===== config.mk =====
export PLATFORM = sky130hd
export DESIGN_NAME = power_cycle_counter_enable_switch
export DESIGN_NICKNAME = d
export VERILOG_FILES = /design/src/pcd_detector.v /design/src/power_cycle_counter_enable_switch.v
export VERILOG_INCLUDE_DIRS = /design/src /design/src/src
export SDC_FILE = /design/constraint.sdc
export NUM_CORES = 1
export LEC_CHECK = 0
export ABC_AREA = 0
export BUFFER_PORTS_ARGS = -buffer_cell sky130_fd_sc_hd__buf_2
export CORE_ASPECT_RATIO = 0.7
export CORE_MARGIN = 4
export CORE_UTILIZATION = 40
export CTS_BUF_LIST = sky130_fd_sc_hd__clkbuf_4
export CTS_CLUSTER_SIZE = 16
export DETAILED_ROUTE_END_ITERATION = 12
export PLACE_DENSITY = 0.66
export SETUP_SLACK_MARGIN = 0.05
export SLEW_MARGIN = 20
export SYNTH_ARGS = -nofsm -noshare
export SYNTH_HDL_FRONTEND = slang
export SYNTH_SLANG_ARGS = --single-unit
export TNS_END_PERCENT = 20

===== constraint.sdc =====
create_clock -name clk_i -period 3.8 [get_ports clk_i]
set_clock_uncertainty 0.15 [all_clocks]
set_input_delay 0.38 -clock clk_i [delete_from_list [all_inputs] [get_ports clk_i]]
set_output_delay 0.38 -clock clk_i [all_outputs]
set_load 0.02 [all_outputs]

===== src/cycle_counter_map.vh =====
// Purpose: constants for the power-cycle counter and enable switch block
// Assumes: 20 MHz clock, 50 ns period
// Notes: times in ns, cycle counts derived below
// How it works
// - after power-up the enable switch is off and the output floats.
// - switch turns on after 63 consecutive periods longer than disable interval.
// - any period shorter than disable interval clears the consecutive count.
// - while on, 32 cumulative periods shorter than enable interval turn it off.
// - while on, long periods leave the cumulative count unchanged.
// - wake-up events never touch the switch or either count.
// - cumulative count keeps earlier history, so re-enable may be immediate.
// - period is time between successive power-cycle detect pulses.
// - wake asserts on droop comparator report in both switch states.
// - enable output is open drain: on pulls low, off floats.
// - detect pulse only after wake low longer than a minimum, at rise.
// - wake pulses repeat until a power cycle is detected or undervoltage.
// - everything held disabled until supply passes turn-on threshold.
`ifndef CYCLE_COUNTER_MAP_VH
`define CYCLE_COUNTER_MAP_VH
// ****************************************
// timing
// ****************************************
`define CLK_PERIOD_NS 50
`define DISABLE_INTERVAL_NS 177000
`define ENABLE_INTERVAL_NS 57000
`define DISABLE_INTERVAL_CYC ((`DISABLE_INTERVAL_NS + `CLK_PERIOD_NS - 1) / `CLK_PERIOD_NS)
`define ENABLE_INTERVAL_CYC (`ENABLE_INTERVAL_NS / `CLK_PERIOD_NS)
`define LOW_MIN_NS 500
`define LOW_MIN_CYC ((`LOW_MIN_NS + `CLK_PERIOD_NS - 1) / `CLK_PERIOD_NS)
`define WAKE_PULSE_NS 1000
`define WAKE_PULSE_CYC (`WAKE_PULSE_NS / `CLK_PERIOD_NS)
`define WAKE_REPEAT_NS 30303
`define WAKE_REPEAT_CYC (`WAKE_REPEAT_NS / `CLK_PERIOD_NS)
// ****************************************
// counts and widths
// ****************************************
`define DISABLE_COUNT 63
`define ENABLE_COUNT 32
`define TIMER_W 16
`define CNT_W 6
`define WAKE_W 10
`endif


===== src/pcd_detector.v =====
// Purpose: turns the wake-line level compare into power-cycle detect pulses
// Assumes: wake_low_i synchronous, high while wake line under detect threshold
// Notes: arms after a long enough low, fires on the rise
`timescale 1ns/1ps
`default_nettype none
`include "cycle_counter_map.vh"
module power_cycle_detector (
  // clock, reset and enable
  input wire clk_i,
  input wire rstn_i,
  input wire enable_i,
  // line
  input wire wake_low_i,
  output reg power_cycle_detect_o
);
  // cut the 32-bit constant to the counter width on purpose
  localparam [31:0] LOW_MIN_W = `LOW_MIN_CYC;
  localparam [5:0] LOW_MIN = LOW_MIN_W[5:0];
  reg [5:0] low_cnt_q;
  reg armed_q;
  // ****************************************
  // arm on long low, pulse on rise
  // ****************************************
  always @(posedge clk_i or negedge rstn_i) begin
    if (!rstn_i) begin
      low_cnt_q <= 6'h00;
      armed_q <= 1'b0;
      power_cycle_detect_o <= 1'b0;
    end else if (!enable_i) begin
      low_cnt_q <= 6'h00;
      armed_q <= 1'b0;
      power_cycle_detect_o <= 1'b0;
    end else begin
      power_cycle_detect_o <= 1'b0;
      if (wake_low_i) begin
        if (low_cnt_q < LOW_MIN) begin
          low_cnt_q <= low_cnt_q + 6'h01;
        end else begin
          armed_q <= 1'b1;
        end
      end else begin
        low_cnt_q <= 6'h00;
        armed_q <= 1'b0;
        power_cycle_detect_o <= armed_q;
      end
    end
  end
endmodule
`default_nettype wire


===== src/power_cycle_counter_enable_switch.v =====
// Purpose: period measurement, enable switch and wake pulse control
// Assumes: uvlo_ok_i high above supply turn-on, low below turn-off
// Notes: open-drain outputs are driven only toward ground
`timescale 1ns/1ps
`default_nettype none
`include "cycle_counter_map.vh"
module power_cycle_counter_enable_switch #(
  // qualifying intervals in clock cycles, enable below disable
  parameter [31:0] DISABLE_INTERVAL = `DISABLE_INTERVAL_CYC,
  parameter [31:0] ENABLE_INTERVAL = `ENABLE_INTERVAL_CYC
) (
  // clock and reset
  input wire clk_i,
  input wire rstn_i,
  // analog front end
  input wire uvlo_ok_i,
  input wire wake_low_i,
  input wire droop_i,
  // enable switch, open drain
  output wire secondary_enable_out_o,
  output wire secondary_enable_out_oe_o,
  // wake switch, open drain
  output wire wake_out_o,
  output wire wake_oe_o,
  // status
  output wire power_cycle_detect_o
);
  // 32-bit constants, cut to the counter widths on purpose below
  localparam [31:0] DIS_CNT_W = `DISABLE_COUNT;
  localparam [31:0] ENA_CNT_W = `ENABLE_COUNT;
  localparam [31:0] WAKE_ON_W = `WAKE_PULSE_CYC;
  localparam [31:0] WAKE_PER_W = `WAKE_REPEAT_CYC;
  localparam [`TIMER_W-1:0] DIS_CYC = DISABLE_INTERVAL[`TIMER_W-1:0];
  localparam [`TIMER_W-1:0] ENA_CYC = ENABLE_INTERVAL[`TIMER_W-1:0];
  localparam [`TIMER_W-1:0] TIMER_MAX = {`TIMER_W{1'b1}};
  localparam [`CNT_W-1:0] DIS_CNT = DIS_CNT_W[`CNT_W-1:0];
  localparam [`CNT_W-1:0] ENA_CNT = ENA_CNT_W[`CNT_W-1:0];
  localparam [`WAKE_W-1:0] WAKE_ON = WAKE_ON_W[`WAKE_W-1:0];
  localparam [`WAKE_W-1:0] WAKE_PER = WAKE_PER_W[`WAKE_W-1:0];
  reg rst_s1_q;
  reg rst_n;
  reg [`TIMER_W-1:0] timer_q;
  reg seen_q;
  reg [`CNT_W-1:0] dis_cnt_q;
  reg [`CNT_W-1:0] ena_cnt_q;
  reg switch_on_q;
  reg waking_q;
  reg [`WAKE_W-1:0] wake_cnt_q;
  reg wake_drv_q;
  wire en;
  assign en = uvlo_ok_i;
  // ****************************************
  // reset release
  // ****************************************
  always @(posedge clk_i or negedge rstn_i) begin
    if (!rstn_i) begin
      rst_s1_q <= 1'b0;
      rst_n <= 1'b0;
    end else begin
      rst_s1_q <= 1'b1;
      rst_n <= rst_s1_q;
    end
  end
  // detector
  power_cycle_detector power_cycle_detector_i (
    .clk_i(clk_i),
    .rstn_i(rst_n),
    .enable_i(en),
    .wake_low_i(wake_low_i),
    .power_cycle_detect_o(power_cycle_detect_o)
  );
  // ****************************************
  // period timer, saturating
  // ****************************************
  always @(posedge clk_i or negedge rst_n) begin
    if (!rst_n) begin
      timer_q <= {`TIMER_W{1'b0}};
      seen_q <= 1'b0;
    end else if (!en) begin
      timer_q <= {`TIMER_W{1'b0}};
      seen_q <= 1'b0;
    end else if (power_cycle_detect_o) begin
      // starts at one so the value seen at the next pulse is the full period
      timer_q <= {{(`TIMER_W-1){1'b0}}, 1'b1};
      seen_q <= 1'b1;
    end else if (timer_q != TIMER_MAX) begin
      timer_q <= timer_q + {{(`TIMER_W-1){1'b0}}, 1'b1};
    end
  end
  // ****************************************
  // disable and re-enable counters
  // ****************************************
  // wake logic has no path into these counters
  always @(posedge clk_i or negedge rst_n) begin
    if (!rst_n) begin
      dis_cnt_q <= {`CNT_W{1'b0}};
      ena_cnt_q <= {`CNT_W{1'b0}};
      switch_on_q <= 1'b0;
    end else if (!en) begin
      dis_cnt_q <= {`CNT_W{1'b0}};
      ena_cnt_q <= {`CNT_W{1'b0}};
      switch_on_q <= 1'b0;
    end else if (power_cycle_detect_o && seen_q) begin
      if (!switch_on_q) begin
        if (timer_q > DIS_CYC) begin
          if (dis_cnt_q + {{(`CNT_W-1){1'b0}}, 1'b1} >= DIS_CNT) begin
            switch_on_q <= 1'b1;
            dis_cnt_q <= {`CNT_W{1'b0}};
          end else begin
            dis_cnt_q <= dis_cnt_q + {{(`CNT_W-1){1'b0}}, 1'b1};
          end
        end else begin
          dis_cnt_q <= {`CNT_W{1'b0}};
        end
      end else if (timer_q < ENA_CYC) begin
        // history kept, so a prior count can finish sooner
        if (ena_cnt_q + {{(`CNT_W-1){1'b0}}, 1'b1} >= ENA_CNT) begin
          switch_on_q <= 1'b0;
          ena_cnt_q <= {`CNT_W{1'b0}};
        end else begin
          ena_cnt_q <= ena_cnt_q + {{(`CNT_W-1){1'b0}}, 1'b1};
        end
      end
      // long periods while on hold the count
    end
  end
  // open drain: drive low only when on
  assign secondary_enable_out_o = 1'b0;
  assign secondary_enable_out_oe_o = switch_on_q;
  // ****************************************
  // wake pulse generator
  // ****************************************
  always @(posedge clk_i or negedge rst_n) begin
    if (!rst_n) begin
      waking_q <= 1'b0;
      wake_cnt_q <= {`WAKE_W{1'b0}};
      wake_drv_q <= 1'b0;
    end else if (!en || power_cycle_detect_o) begin
      waking_q <= 1'b0;
      wake_cnt_q <= {`WAKE_W{1'b0}};
      wake_drv_q <= 1'b0;
    end else if (!waking_q) begin
      if (droop_i) begin
        waking_q <= 1'b1;
        wake_cnt_q <= {`WAKE_W{1'b0}};
        wake_drv_q <= 1'b1;
      end
    end else begin
      if (wake_cnt_q >= WAKE_PER - {{(`WAKE_W-1){1'b0}}, 1'b1}) begin
        wake_cnt_q <= {`WAKE_W{1'b0}};
        wake_drv_q <= 1'b1;
      end else begin
        wake_cnt_q <= wake_cnt_q + {{(`WAKE_W-1){1'b0}}, 1'b1};
        wake_drv_q <= (wake_cnt_q + {{(`WAKE_W-1){1'b0}}, 1'b1}) < WAKE_ON;
      end
    end
  end
  assign wake_out_o = 1'b0;
  assign wake_oe_o = wake_drv_q;
endmodule
`default_nettype wire


==> results of run 1 <==
power groups by stage:
| stage | Sequential (mW) | Combinational [mW] | Clock (mW) |
|---|---|---|---|
| 6_report | 0.595 | 0.0821 | 0.306 |
| 3_5_place_dp | 0.606 | 0.0819 | 0 |
| 2_1_floorplan | 0.607 | 0.0557 | 0 |
| 5_1_grt | 0.599 | 0.0959 | 0.341 |
| 3_3_place_gp | 0.605 | 0.0800 | 0 |
| 4_1_cts | 0.595 | 0.0833 | 0.315 |
layout by cell type, fill, tap and decap left out, types with 3 or more instances in the layout:
| cell | n |
|---|---|
| inv_1 | 9 |
| a211oi_1 | 3 |
| a21oi_1 | 14 |
| buf_2 | 7 |
| and3b_1 | 4 |
| ha_1 | 9 |
| conb_1 | 3 |
| nand2_1 | 35 |
| and2_1 | 5 |
| o21ai_0 | 11 |
| dfrtp_1 | 51 |
| a31oi_1 | 7 |
| xor2_1 | 6 |
| o22ai_1 | 4 |
| nand3_1 | 18 |
| nor3_1 | 8 |
| nand4_1 | 8 |
| a21o_1 | 3 |
| mux2i_1 | 5 |
| nor2_1 | 28 |
| nor4b_1 | 3 |
| and3_1 | 10 |
| and4_1 | 3 |
| clkbuf_4 | 5 |
| o21ai_1 | 3 |
| nand2b_1 | 5 |
| xnor2_1 | 11 |
| o2111ai_1 | 6 |
layer usage:
metal / vias to the layer above / share of wire (%)
li1: 1148 / -
met1: 1086 / 56
met2: 46 / 40
met3: 10 / 3.4
met4: 0 / 0.95
met5: - / 0
final cells by class:
type,count,area [um2]
fillers,678,3790
multi-input cells,243,1530
flip-flops and latches,52,1300
well taps,94,118
repair buffers,10,60.1
clock buffers,5,37.5
clock inverters,3,37.5
inverters,9,33.8
logic make-up after synthesis:
| group | share of synthesized area (%) |
|---|---|
| compound gates | 16.2 |
| xor+xnor | 5.09 |
| fa+ha+maj | 3.85 |
| buf+inv | 3.38 |
| flops | 44.5 |
| mux | 2.09 |
| other cells | 0.257 |
| simple gates | 24.7 |
per-stage QoR:
step | cells | hold WS (ns) | power [mW] | setup WS [ns] | cell area [um2]
4_1_cts | 416 | 0.0542 | 0.993 | 1.51 | 3120
3_5_place_dp | 407 | 0.0192 | 0.688 | 1.43 | 3030
2_1_floorplan | 319 | -0.0656 | 0.662 | 1.69 | 2930
6_report | 416 | 0.0371 | 0.984 | 1.49 | 3120
5_1_grt | 416 | 0.0856 | 1.04 | 1.31 | 3120
3_3_place_gp | 407 | 0.0175 | 0.685 | 1.48 | 3030
cells in the mapped netlist, types with 4 or more instances:
master     count
nand4_1        8
dfrtp_1       52
and2_1         5
nor3_1         8
a21oi_1       14
o21ai_0       11
nand3_1       18
and3_1        10
ha_1           9
a31oi_1        7
clkbuf_1      12
o2111ai_1      6
nor2_1        28
nand2b_1       5
o22ai_1        4
mux2i_1        5
xnor2_1       11
nand2_1       35
and3b_1        4
inv_1          9
xor2_1         6
critical path: stages (launching register included):
cell and delay, ns:
dfrtp_1 0.48, inv_1 0.09, ha_1 0.13, nor2b_1 0.13, o2111ai_1 0.14, a21oi_1 0.75
a41oi_1 0.21, a31oi_1 0.17
flip-flops by register name, indices dropped and copies added (netlist names), 6 cells and up:
register	flops
dis_cnt_q	6
wake_cnt_q	10
timer_q	16
power_cycle_detector_i.low_cnt_q	6
ena_cnt_q	6
worst min path at each step:
stage,slack (ns),from,end
after global routing,0.09,rst_n,wake_cnt_q[1]
after global placement,0.02,rstn_i,rst_s1_q
after CTS,0.05,rst_n,power_cycle_detector_i.low_cnt_q[3]
final,0.04,rst_n,power_cycle_detector_i.low_cnt_q[3]
after detailed placement,0.02,rstn_i,rst_s1_q
after floorplan,-0.07,rstn_i,rst_n
==> metrics.txt, run 1 <==
CP Class=register to register; Core ar.=6910 um2; Yosys cell types=53; root cell of the clock tree=clkbuf_4; met2 Usage GRT=20.8%; worst slew pin tran=0.929 ns; Critical Path Sink=wake_cnt_q[7]; top_reg_cell synth=dfrtp_1; Clk pwr share=31.1%; initial antenna violation count=0; share of async-settable or async-resettable flops after synthesis=100%; CTS tree=done; Synth warnings=0; setup bufs post-CTS=0; Hold Path Class=register to asynchronous set/reset pin; Hold Buf Count CTS=1; Comb pwr share=8.3%; Pwr per Cell Area=315 nW/um2; WL final=5760 um; Worst-path clk slew=0.14 ns; flops & latches, synth=52; Synth top area share=44.5%; die area=8770 um2; row count=25; CP Launch Point=wake_cnt_q[0]; maximum VDD drop=0.140 mV; largest cells by area after synthesis=dfrtp_1 44%, nand2_1 4.5%, ha_1 3.8%; Util after Layout=45.1%; slew margin rel.=38.1%; Num CTS Buffers=5; Psw=0.249 mW; Iter 0 DRT Violations=245; cts repair resizes=0; CP Capture Type=register; outcome=finished clean; drt wl/cell=13.9 um; routing usage on met1=22.9%; I/O Buffers=7; flop2flop setup slack=1.49 ns; post-synthesis sequential area ratio=44.5%; first-pass GRT wire length=10,400 um; RSZ-0062 raised after global routing=false; die height=79.6 um; Congestion Overflow GR=0; netlist area before placement=2930 um2; mean post-synth cell area=9.20 um2; final period utilization=60.7%; Worst EP required=3.95 ns; CP max FO=13; fin crit period=2.31 ns; initial core utilization=42.3%; number of max-cap violations=0; via count=2,290; Lkg Pwr=1.37 nW; Hold Fails Final Rpt=0; P_int=0.735 mW; M3 GR Usage=2.67%; R2R Path Start=wake_cnt_q[0]; Critical Path AT=2.45 ns; n_diodes=0; Max Slew Vio Count=0; Pre-Repair DR Iteration Count=5; Remaining DRCs=0; Synth Instances=318; Sw Ratio=25.3%; CP Launch Type=register; largest net degree at the start of global routing=35; endpoints failing setup=0; vias per cell=5.50; Routed Antenna Nets=0; setup tns final=0 ns; sequential share of power=60.5%; hpwl dp=4170 um; area leader, netlist=dfrtp_1; Clock Latency Late Sink=0.37 ns; Post-synth EDFFs=0; P&R area growth vs syn=6.58%; share of cells above drive strength 1=8.70%; clock net sink count=52; busiest grt layer=met1; worst r2r dst=wake_cnt_q[7]; Clock Tree Buf Depth=2; vias in the first global route=2,207; final net count=335; routability cong.=0.903; H-tree depth=2; FMAX=433 MHz; die width=110 um; gr usage total=14.7%; I/O pins=10; Reg2Reg Depth=7
(Power assumes the default switching activity.)
==> inputs of run 2 (changes only) <==
==> constraint.sdc (replaced) <==
create_clock -name clk_i -period 2.25 [get_ports clk_i]
set_clock_uncertainty 0.15 [all_clocks]
set_input_delay 0.225 -clock clk_i [delete_from_list [all_inputs] [get_ports clk_i]]
set_output_delay 0.225 -clock clk_i [all_outputs]
set_load 0.02 [all_outputs]
==> metrics.txt, run 2 (synthesized netlist as in run 1, its figures left out) <==
outcome=finished clean (unchanged); Lkg Pwr=1.42 nW (was 1.37 nW); setup bufs post-CTS=0 (unchanged); n_diodes=0 (unchanged); worst slack at placement=0.130 ns (was 1.43 ns); Worst-path clk slew=0.15 ns (was 0.14 ns); WL final=5790 um (was 5760 um); Critical Path AT=2.27 ns (was 2.45 ns); Placed Cells incl. Taps=416 (was 407); crit-path cells=or4_4 > or4_4 > o21a_2 > o21ai_2 > o31ai_2 (was inv_1 > ha_1 > nor2b_1 > o2111ai_1 > a21oi_1 > a41oi_1 > a31oi_1); FMAX=467 MHz (was 433 MHz); I/O pins=10 (unchanged); Routed Antenna Nets=0 (unchanged); Congestion Overflow GR=0 (unchanged); number of max-cap violations=0 (unchanged); root cell of the clock tree=clkbuf_4 (unchanged); first-pass GRT wire length=10,000 um (was 10,400 um); CP Capture Type=register (unchanged); Max Slew Vio Count=0 (unchanged); final hold slack=0.0416 ns (was 0.0371 ns); RSZ-0062 raised after global routing=false (unchanged); row count=25 (unchanged); CP max FO=6 (was 13); H-tree depth=2 (unchanged); hpwl dp=4170 um (about the same); vias per cell=5.39 (was 5.50); maximum VDD drop=0.330 mV (was 0.140 mV); endpoints failing setup=0 (unchanged); CP Launch Type=register (unchanged); die area=8770 um2 (unchanged); die width=110 um (unchanged); Iter 0 DRT Violations=104 (was 245); max FFs per register=16 (unchanged); Pwr per Cell Area=500 nW/um2 (was 315 nW/um2); Final WS setup=0.107 ns (was 1.49 ns); largest net degree at the start of global routing=25 (was 35); routability cong.=0.851 (was 0.903); die height=79.6 um (unchanged); P&R area growth vs syn=9.45% (was 6.58%); Hold Path Class=register to asynchronous set/reset pin (unchanged); commonest non-fill, non-tap cell in the layout=dfrtp_1 (unchanged); Remaining DRCs=0 (unchanged); Finished Layout Cells=428 (was 416); drt wl/cell=13.5 um (was 13.9 um); biggest regs=timer_q (16), wake_cnt_q (10) (unchanged); commonest cells after routing, fill and taps aside=51 x dfrtp_1, 35 x nand2_1, 28 x nor2_1, 18 x nand3_1, 14 x a21oi_1 (unchanged); Worst path max stage delay=0.50 ns (was 0.75 ns); share of cells above drive strength 1=11.7% (was 8.70%); gr usage total=14.4% (was 14.7%); CP Launch Point=timer_q[14] (was wake_cnt_q[0]); setup tns final=0 ns (unchanged); Top reg by flops=timer_q (unchanged); final net count=347 (was 335); Hold Fails Final Rpt=0 (unchanged); Num CTS Buffers=5 (unchanged); initial antenna violation count=0 (unchanged); CP Class=register to register (unchanged); Pre-Repair DR Iteration Count=4 (was 5); Worst EP required=2.38 ns (was 3.95 ns); Crit path top cell by count=or4_4; clock net sink count=52 (unchanged); R2R Path Start=timer_q[14] (was wake_cnt_q[0]); I/O Buffers=7 (unchanged); via count=2,305 (was 2,290); Clock Latency Late Sink=0.38 ns (was 0.37 ns); initial core utilization=42.3% (unchanged); final period utilization=95.2% (was 60.7%); Clock Tree Buf Depth=2 (unchanged); vias in the first global route=2,090 (was 2,207); CTS tree=done (unchanged); Core ar.=6910 um2 (unchanged); fin crit period=2.14 ns (was 2.31 ns); Slowest cell on crit path=or4_4 (was a21oi_1)
## run 2: cell type report
class	count	area (um2)
multi-input cells	243	1530
inverters	9	33.8
flip-flops and latches	52	1300
clock inverters	2	16.3
repair buffers	22	158
fillers	651	3710
well taps	94	118
clock buffers	6	45.0
## run 2: path summary, 6_finish.rpt
kind | cells past startpoint | end | slack [ns]
max | 5 | ena_cnt_q[3] | 0.11
min reg2reg | 0 | power_cycle_detector_i.low_cnt_q[1] | 0.04
min in group clk_i | 3 | seen_q | 0.15
min | 0 | power_cycle_detector_i.low_cnt_q[1] | 0.04
max reg2reg | 5 | ena_cnt_q[3] | 0.11
max in group asynchronous | 3 | rst_n | 1.31
## run 2: repair_timing
| action | 4_1_cts | 5_1_grt |
|---|---|---|
| gates resized for setup | 0 | 0 |
| endpoints found under the hold margin | 6 | 0 |
| hold buffers | 4 | 0 |
## run 2: through the flow
stage / total power, mW / util [%] / area [um2]
final: 1.60 / 46.3 / 3200
after global placement: 1.16 / 44.9 / 3100
after detailed placement: 1.17 / 44.9 / 3100
after global routing: 1.69 / 46.3 / 3200
after CTS: 1.63 / 46.3 / 3200
after floorplan: 1.12 / - / 2930
## run 2: worst max-delay path, delay by kind of cell (launching register included)
| kind | cells | cell delay [ns] |
|---|---|---|
| AOI/OAI and AO/OA | 3 | 0.49 |
| DFF | 1 | 0.45 |
| and+or+nand+nor | 2 | 0.96 |
## run 2: report_power, final
part / leakage (nW) / internal, mW / switching, mW
clock network: 0.0319 / 0.137 / 0.310
logic: 0.677 / 0.0593 / 0.0880
registers: 0.710 / 0.964 / 0.0424
total: 1.42 / 1.16 / 0.440
## run 2: metal layers
metal  wire length (um)  global-route usage, %
met5                  0                      0
met1               3260                   22.5
met2               2260                   19.1
met4                 64                   4.80
met3                199                   3.23
